==> config.mk <==
export PLATFORM = sky130hd
export DESIGN_NAME = doorbell_message_unit
export DESIGN_NICKNAME = d
export VERILOG_FILES = /design/src/verilog/doorbell_pkg.sv /design/src/verilog/doorbell_message_unit.sv /design/src/verilog/doorbell_queue.sv
export SDC_FILE = /design/constraint.sdc
export NUM_CORES = 1
export LEC_CHECK = 0
export BUFFER_PORTS_ARGS = -buffer_cell sky130_fd_sc_hd__buf_4
export CORE_ASPECT_RATIO = 0.5
export CORE_MARGIN = 1
export CORE_UTILIZATION = 50
export DETAILED_ROUTE_END_ITERATION = 12
export PLACE_DENSITY = 0.7
export SYNTH_ARGS = -nofsm -noshare
export SYNTH_HDL_FRONTEND = slang
export SYNTH_SLANG_ARGS = --single-unit
==> constraint.sdc <==
create_clock -name clk -period 6.1 [get_ports clk]
set_input_delay 1.22 -clock clk [delete_from_list [all_inputs] [get_ports clk]]
set_output_delay 1.22 -clock clk [all_outputs]
set_load 0.02 [all_outputs]
==> src/verilog/doorbell_pkg.sv <==
// Package of register offsets, field layouts and reset values for the doorbell unit.
package doorbell_pkg;
  // ==========================================================================
  // Register offsets (byte addresses).
  localparam logic [5:0] OFS_RX_POP = 6'h00;
  localparam logic [5:0] OFS_TX_PUSH = 6'h0C;
  localparam logic [5:0] OFS_CPL_POP = 6'h14;
  localparam logic [5:0] OFS_TX_STATUS_CTRL = 6'h1C;
  localparam logic [5:0] OFS_IRQ_ENABLE = 6'h20;
  // ==========================================================================
  // Field layout: message in the low half, endpoint ID above it.
  localparam int MSG_LSB = 0;
  localparam int ID_LSB = 16;
  localparam int VALID_BIT = 31;
  localparam int CPL_ERR_BIT = 30;
  // Interrupt enable bits: received, completed, and completion error.
  localparam int IRQ_RX_BIT = 0;
  localparam int IRQ_CPL_BIT = 1;
  localparam int IRQ_ERR_BIT = 2;
  localparam logic [2:0] IRQ_ENABLE_RESET = 3'h0;
  localparam logic STATUS_CTRL_RESET = 1'b0;
  // ==========================================================================
  // Default queue depth.
  localparam int QUEUE_DEPTH = 8;
endpackage

==> src/verilog/doorbell_message_unit.sv <==
// Doorbell message unit: register slave, transmit, completion and receive queues.
//
// Function
// - Three enable bits gate interrupt sources.
// - Control bit chooses whether failures get recorded.
// - Transmit register write queues message and target.
// - Send one packet per entry; signal completion.
// - Completion register read pops oldest completion.
// - Received doorbell stored; interrupt raised.
// - Receive register read pops oldest message.
// - Received entry carries payload and sender ID.
`timescale 1ns/1ps
module doorbell_message_unit
  import doorbell_pkg::*;
#(
  parameter int DEPTH = QUEUE_DEPTH
) (
  input wire logic clk, // 50 MHz system clock.
  input wire logic reset, // Synchronous active-high reset.
  input wire logic regWrite, // Register write strobe.
  input wire logic regRead, // Register read strobe.
  input wire logic [5:0] regAddr, // Register byte address.
  input wire logic [31:0] regWriteData, // Register write data.
  output logic [31:0] regReadData_ff, // Read data, valid cycle after read.
  output logic regReadValid_ff, // Read data valid pulse.
  output logic txValid_ff, // Outgoing doorbell packet offered.
  output logic [15:0] txMessage_ff, // Outgoing message payload.
  output logic [15:0] target_endpoint_id_ff, // Outgoing destination endpoint ID.
  input wire logic txReady, // Link accepts the offered packet.
  input wire logic txDone, // Outstanding packet finished.
  input wire logic txError, // Outstanding packet finished unsuccessfully.
  input wire logic rxValid, // Received doorbell for this endpoint.
  input wire logic [15:0] rxMessage, // Received message payload.
  input wire logic [15:0] sender_endpoint_id, // Received source endpoint ID.
  output logic doorbellIrq_ff // Doorbell interrupt line.
);
  initial begin
    if (DEPTH < 2) begin
      $error("doorbell_message_unit needs a queue depth of at least 2");
    end
  end

  // ==========================================================================
  // Address decode helper, shared by read and write paths.
  function automatic logic hit(input logic [5:0] addr, input logic [5:0] ofs);
    return addr == ofs;
  endfunction

  // ==========================================================================
  // Control registers.
  logic [2:0] irqEnable_ff; // Per-source interrupt enables.
  logic recordAll_ff; // Record unsuccessful completions too.

  // Software writes to the two control registers.
  always_ff @(posedge clk) begin
    if (reset) begin
      irqEnable_ff <= IRQ_ENABLE_RESET;
      recordAll_ff <= STATUS_CTRL_RESET;
    end else if (regWrite) begin
      if (hit(regAddr, OFS_IRQ_ENABLE)) begin
        irqEnable_ff <= regWriteData[2:0];
      end
      if (hit(regAddr, OFS_TX_STATUS_CTRL)) begin
        recordAll_ff <= regWriteData[0];
      end
    end
  end

  // ==========================================================================
  // Transmit queue: payload in the low half, target ID above.
  logic txPush; // Write to the transmit register.
  logic [31:0] txHead; // Oldest queued doorbell.
  logic txNotEmpty; // Queue holds a doorbell.
  logic txNotFull; // Queue has room.
  logic txPop; // Move head into the sender.

  assign txPush = regWrite && hit(regAddr, OFS_TX_PUSH);

  doorbell_queue #(.WIDTH(32), .DEPTH(DEPTH)) txQueue (
    .clk(clk),
    .reset(reset),
    .push(txPush),
    .pushData(regWriteData),
    .pop(txPop),
    .headData(txHead),
    .notEmpty(txNotEmpty),
    .notFull(txNotFull)
  );

  // ==========================================================================
  // Sender: one packet outstanding at a time, so completions stay in order.
  typedef enum logic [1:0] {SEND_IDLE, SEND_OFFER, SEND_WAIT} send_e;
  send_e sendState_ff;
  logic cplPush; // Record a completion.
  logic [31:0] cplData; // Completion entry.
  logic cplNotFull; // Completion queue has room.

  // The head is taken only when the completion queue can take its result; a
  // full completion queue therefore stalls transmission rather than losing news.
  assign txPop = (sendState_ff == SEND_IDLE) && txNotEmpty && cplNotFull;

  // Offer, then wait for the link's completion of the packet.
  always_ff @(posedge clk) begin
    if (reset) begin
      sendState_ff <= SEND_IDLE;
      txValid_ff <= 1'b0;
      txMessage_ff <= 16'h0000;
      target_endpoint_id_ff <= 16'h0000;
    end else begin
      unique case (sendState_ff)
        SEND_IDLE: begin
          if (txPop) begin
            sendState_ff <= SEND_OFFER;
            txValid_ff <= 1'b1;
            txMessage_ff <= txHead[MSG_LSB +: 16];
            target_endpoint_id_ff <= txHead[ID_LSB +: 16];
          end
        end
        SEND_OFFER: begin
          if (txReady) begin
            sendState_ff <= SEND_WAIT;
            txValid_ff <= 1'b0;
          end
        end
        SEND_WAIT: begin
          if (txDone) begin
            sendState_ff <= SEND_IDLE;
          end
        end
      endcase
    end
  end

  // ==========================================================================
  // Completion queue: failures only when recordAll is set.
  assign cplPush = (sendState_ff == SEND_WAIT) && txDone && (!txError || recordAll_ff);
  always_comb begin
    cplData = 32'h0000_0000;
    cplData[MSG_LSB +: 16] = txMessage_ff;
    cplData[ID_LSB +: 14] = target_endpoint_id_ff[13:0];
    cplData[CPL_ERR_BIT] = txError;
    cplData[VALID_BIT] = 1'b1;
  end

  logic cplPop; // Read of the completion register.
  logic [31:0] cplHead; // Oldest completion.
  logic cplNotEmpty; // Completions pending.
  assign cplPop = regRead && hit(regAddr, OFS_CPL_POP);

  doorbell_queue #(.WIDTH(32), .DEPTH(DEPTH)) cplQueue (
    .clk(clk),
    .reset(reset),
    .push(cplPush),
    .pushData(cplData),
    .pop(cplPop),
    .headData(cplHead),
    .notEmpty(cplNotEmpty),
    .notFull(cplNotFull)
  );

  // ==========================================================================
  // Receive queue; overflow drops the newest doorbell.
  logic rxPop; // Read of the receive register.
  logic [31:0] rxHead; // Oldest received doorbell.
  logic rxNotEmpty; // Received doorbells pending.
  assign rxPop = regRead && hit(regAddr, OFS_RX_POP);

  doorbell_queue #(.WIDTH(32), .DEPTH(DEPTH)) rxQueue (
    .clk(clk),
    .reset(reset),
    .push(rxValid),
    .pushData({sender_endpoint_id, rxMessage}),
    .pop(rxPop),
    .headData(rxHead),
    .notEmpty(rxNotEmpty),
    .notFull()
  );

  // ==========================================================================
  // Read data: an empty queue reads zero, so the valid bit is clear.
  always_ff @(posedge clk) begin
    if (reset) begin
      regReadData_ff <= 32'h0000_0000;
      regReadValid_ff <= 1'b0;
    end else begin
      regReadValid_ff <= regRead;
      if (regRead) begin
        regReadData_ff <= 32'h0000_0000;
        if (hit(regAddr, OFS_RX_POP) && rxNotEmpty) begin
          // The whole sender ID is returned, so this word carries no valid bit.
          regReadData_ff <= rxHead;
        end
        if (hit(regAddr, OFS_CPL_POP) && cplNotEmpty) begin
          regReadData_ff <= cplHead;
        end
        if (hit(regAddr, OFS_TX_STATUS_CTRL)) begin
          regReadData_ff[0] <= recordAll_ff;
        end
        if (hit(regAddr, OFS_IRQ_ENABLE)) begin
          regReadData_ff[2:0] <= irqEnable_ff;
        end
        if (hit(regAddr, OFS_TX_PUSH)) begin
          regReadData_ff[0] <= txNotFull;
        end
      end
    end
  end

  // ==========================================================================
  // Interrupt: level while the receive queue holds entries and its source is enabled, or the head completion's kind (success or failure) is enabled.
  logic errPending; // Head completion is a failure.
  logic irqNext; // Next interrupt level.
  assign errPending = cplNotEmpty && cplHead[CPL_ERR_BIT];
  assign irqNext = (irqEnable_ff[IRQ_RX_BIT] && rxNotEmpty)
    || (irqEnable_ff[IRQ_CPL_BIT] && cplNotEmpty && !errPending)
    || (irqEnable_ff[IRQ_ERR_BIT] && errPending);

  always_ff @(posedge clk) begin
    if (reset) begin
      doorbellIrq_ff <= 1'b0;
    end else begin
      doorbellIrq_ff <= irqNext;
    end
  end

  // ==========================================================================
  // Checks.
  a_irq_masked: assert property (@(posedge clk) disable iff (reset)
    (irqEnable_ff == 3'h0 && $past(irqEnable_ff) == 3'h0) |-> !doorbellIrq_ff)
    else $error("Interrupt asserted with all sources disabled");
  a_rx_irq_follows: assert property (@(posedge clk) disable iff (reset)
    (irqEnable_ff[IRQ_RX_BIT] && rxNotEmpty) |=> doorbellIrq_ff)
    else $error("Interrupt missing while received doorbell pending");
  a_irq_drained: assert property (@(posedge clk) disable iff (reset)
    (!rxNotEmpty && !cplNotEmpty) |=> !doorbellIrq_ff)
    else $error("Interrupt held with nothing pending");
  a_tx_offer_hold: assert property (@(posedge clk) disable iff (reset)
    (txValid_ff && !txReady) |=> (txValid_ff && $stable(txMessage_ff)))
    else $error("Offered packet dropped before acceptance");
  a_tx_one_per_entry: assert property (@(posedge clk) disable iff (reset)
    txPop |=> (txValid_ff && txMessage_ff == $past(txHead[15:0])))
    else $error("Queued doorbell not offered next cycle");
  a_tx_push_lands: assert property (@(posedge clk) disable iff (reset)
    (txPush && !txNotEmpty && txNotFull && sendState_ff != SEND_IDLE) |=> txNotEmpty)
    else $error("Transmit write did not queue an entry");
  a_fail_filter: assert property (@(posedge clk) disable iff (reset)
    (sendState_ff == SEND_WAIT && txDone && txError && !recordAll_ff && !cplNotEmpty)
    |=> !cplNotEmpty)
    else $error("Failure recorded while only successes requested");
  a_fail_kept: assert property (@(posedge clk) disable iff (reset)
    (sendState_ff == SEND_WAIT && txDone && recordAll_ff && !cplNotEmpty) |=> cplNotEmpty)
    else $error("Completion not recorded while all are requested");
  a_cpl_read: assert property (@(posedge clk) disable iff (reset)
    (cplPop && cplNotEmpty) |=> (regReadValid_ff && regReadData_ff == $past(cplHead)))
    else $error("Completion read returned wrong entry");
  a_rx_read: assert property (@(posedge clk) disable iff (reset)
    (rxPop && rxNotEmpty) |=> (regReadValid_ff && regReadData_ff == $past(rxHead)))
    else $error("Receive read returned wrong entry");
  a_cpl_irq: assert property (@(posedge clk) disable iff (reset)
    (irqEnable_ff[IRQ_CPL_BIT] && cplNotEmpty && !cplHead[CPL_ERR_BIT]) |=> doorbellIrq_ff)
    else $error("Interrupt missing while completion pending");
  a_err_irq: assert property (@(posedge clk) disable iff (reset)
    (irqEnable_ff[IRQ_ERR_BIT] && cplNotEmpty && cplHead[CPL_ERR_BIT]) |=> doorbellIrq_ff)
    else $error("Interrupt missing while failed completion pending");
endmodule

==> src/verilog/doorbell_queue.sv <==
// Small flip-flop FIFO used for transmit, completion and receive doorbell queues.
`timescale 1ns/1ps
module doorbell_queue
  import doorbell_pkg::*;
#(
  parameter int WIDTH = 32,
  parameter int DEPTH = 8
) (
  input wire logic clk, // System clock.
  input wire logic reset, // Synchronous active-high reset.
  input wire logic push, // Write one entry.
  input wire logic [WIDTH-1:0] pushData, // Entry to write.
  input wire logic pop, // Remove the oldest entry.
  output logic [WIDTH-1:0] headData, // Oldest entry.
  output logic notEmpty, // At least one entry held.
  output logic notFull // Room for another entry.
);
  localparam int AW = $clog2(DEPTH);

  initial begin
    if (DEPTH < 2 || (DEPTH & (DEPTH - 1)) != 0) begin
      $error("doorbell_queue depth must be a power of two of at least 2");
    end
  end

  // ==========================================================================
  // Storage and pointers; one extra pointer bit tells full from empty.
  logic [WIDTH-1:0] mem_ff [DEPTH]; // Entry storage.
  logic [AW:0] wrPtr_ff; // Write pointer.
  logic [AW:0] rdPtr_ff; // Read pointer.
  logic doPush; // Accepted push.
  logic doPop; // Accepted pop.

  assign notEmpty = (wrPtr_ff != rdPtr_ff);
  assign notFull = (wrPtr_ff[AW-1:0] != rdPtr_ff[AW-1:0]) || (wrPtr_ff[AW] == rdPtr_ff[AW]);
  assign doPush = push && notFull;
  assign doPop = pop && notEmpty;
  assign headData = mem_ff[rdPtr_ff[AW-1:0]];

  // Store accepted entries; a push into a full queue is dropped.
  always_ff @(posedge clk) begin
    if (doPush) begin
      mem_ff[wrPtr_ff[AW-1:0]] <= pushData;
    end
  end

  // Advance the pointers.
  always_ff @(posedge clk) begin
    if (reset) begin
      wrPtr_ff <= '0;
      rdPtr_ff <= '0;
    end else begin
      if (doPush) begin
        wrPtr_ff <= wrPtr_ff + 1'b1;
      end
      if (doPop) begin
        rdPtr_ff <= rdPtr_ff + 1'b1;
      end
    end
  end
endmodule
==> run metrics <==
Core ar. 0.0638 mm2; vias in the first global route 15300; syn_nets 1660; max frequency 319 MHz; EDFF count, synth 760; Vias/cell 5.68; critical-path maximum fanout 36; # rows 65; Final period util 0.514; via count 15200; Synth cell types 55; Global Route met2 Usage 0.313; Power Total 0.0124 W; Clock Tree Root clkbuf_16; Post-CTS Setup Bufs 0; M1 GR Usage 0.272; Detailed Route Iter0 Violations 1355; pin count of the biggest net entering global routing 80; multiplexer share of the synthesized area 0.163; post-synthesis xor/xnor area fraction 0.00769; antenna viol nets, final 0; maximum vdd drop 0.180 mV; setup violators final 0; Mapped Area 0.0327 mm2; chip height 183 um; Synth Area in Compound Gates 0.0258; CTS Sinks 863; most frequent cells in the layout edfxtp_1 (760), mux4_2 (190), buf_4 (177); Worst-Skew Late Latency 590 ps; Num CTS Buffers 75; fin cells 2669; worst-case clock buffer depth 3; Syn Inst Count 1573; final hold vios 0; # port buffers 144; area delta synth->final 13.8%; Tot GR Track Use 0.192; post_cts resized 0; Clock Skews 21.4 ps; final-stage net count 1827; drt wl/cell 23.5 um; LEAKAGE 11.7 nW; I/O pin total 145; Die Wd 364 um; Synth Register Bits 863; Least-Margin Pin Slew 1090 ps; met3 Track Usage GR 0.0317; ratio of cells with drive above 1 in the final layout 0.291; Max Cap Viol 0; Finished Cell Area 0.0372 mm2; setup_tns 0 ps; main combinational cell family by area after synthesis multiplexers; worst path required time 6310 ps; CP Capture Type flop; RSZ-0062 raised after global routing no; First-pass DRT Iterations 5; Clock transition at path regs 60 ps; H-tree Lvls 3; Place WS 2360 ps; number of synthesis warnings 0; commonest non-fill, non-tap cell in the layout edfxtp_1; CTS tree built; DRC violation count after routing 0; Slew Viols, Final 0; Critical Path AT 3340 ps; Crit Path Class reg -> reg; die area 0.0665 mm2; placed insts 2534; Slew headroom 0.271; Post-Synth Simple-Gate Area 0.0251; gr ovfl total 0; final worst slack 2960 ps; adder-cell share of the synthesized area 0.00344; Startpoint Class flop; hpwl dp 36400 um; placed cell area 0.0349 mm2; Initial Util 0.513; hold crit path type reg -> reg; status complete, no violations; first-pass GRT wire length 94800 um; ys async rst share 0; Top FF cell, synth edfxtp_1; Hold-fix buffers, CTS 0; layer carrying the most global-route usage met2; Post-Route WL 62600 um; pwr dens 334 mW/mm2; initial antenna violation count 3; Placer Congestion 0.805; register area share after synthesis 0.761; Final Critical Period 3140 ps; Post-Syn Area per Cell 20.8 um2
## registers in the layout, indices dropped and copies added (netlist names), 16 cells and up, named ones only
register / flops
rxQueue.mem_ff: 256
txQueue.mem_ff: 256
cplQueue.mem_ff: 248
regReadData_ff: 32
target_endpoint_id_ff: 16
txMessage_ff: 16
## critical path, cell delays in order, from the launching register on
cell and delay, ps:
dfxtp_2 320, buf_4 550, xnor2_1 170, nand4_1 200
and3_1 280, nand3_1 290, nor2_4 920
## synth_stat cells, drive strengths merged, types with 2 or more instances
library cell	number	area, um2
a21oi	13	65.1
nand4	6	43.8
and3	3	18.8
nand4b	2	17.5
a2bb2oi	28	245
clkbuf	37	139
nand3	10	50.1
mux4	190	4280
xor2	12	120
nor3	13	65.1
buf	50	292
nand2b	7	43.8
dfxtp	103	2060
nor3b	8	60.1
mux2i	99	991
or3	6	37.5
ha	9	113
nor2	73	274
nand2	16	60.1
nor4	4	25.0
inv	10	37.5
o21ai	33	165
nor4b	4	65.1
a211oi	34	255
mux2	6	67.6
or4	2	15.0
xnor2	15	131
a21boi	2	15.0
edfxtp	760	22800
## layer usage
metal	vias to the layer above	wire length (um)
li1	6800	-
met2	326	31100
met1	7968	27500
met5	-	17
met4	2	1170
met3	77	2840
## final cells by class
cell class                      instances  area (um2)
Inverter                               10        37.5
Timing Repair Buffer                  177        1330
Sequential cell                       863       24900
Tap cell                              871        1090
Fill cell                            4576       26600
Multi-Input combinational cell        613        7520
Clock buffer                           96        2030
Clock inverter                         37         335
Antenna cell                            2        5.00
## final timing paths
path	startpoint	endpoint	slack [ps]	cells past startpoint
worst max register to register	txQueue.rdPtr_ff[1]$_SDFFE_PP0P_	txQueue.mem_ff[7][17]$_DFFE_PP_	2960	6
worst min register to register	regReadData_ff[4]$_SDFFE_PP0P_	regReadData_ff[4]$_SDFFE_PP0P_	480	2
worst max-delay path	txQueue.rdPtr_ff[1]$_SDFFE_PP0P_	txQueue.mem_ff[7][17]$_DFFE_PP_	2960	6
worst min-delay path	regReadData_ff[4]$_SDFFE_PP0P_	regReadData_ff[4]$_SDFFE_PP0P_	480	2
## cells by family after synthesis
| logic type | count (synthesis) |
|---|---|
| buffers and inverters | 97 |
| xor gates and xnor gates | 27 |
| muxes | 295 |
| and+or+nand+nor | 160 |
| AOI/OAI and AO/OA | 122 |
| DFF | 863 |
| adders and majority gates | 9 |
## power breakdown
part	total [W]	internal, W	switching (W)
clock network	0.00461	0.00258	0.00204
logic	0.000901	0.000416	0.000485
registers	0.00693	0.00668	0.000249
total	0.0124	0.00967	0.00277
## through the flow
step,hold WS (ps),util
final,478,0.583
after global routing,517,0.583
after CTS,482,0.583
after detailed placement,466,0.546
after global placement,453,0.546
after floorplan,465,-
No activity file was read; power rests on OpenSTA's default activity.
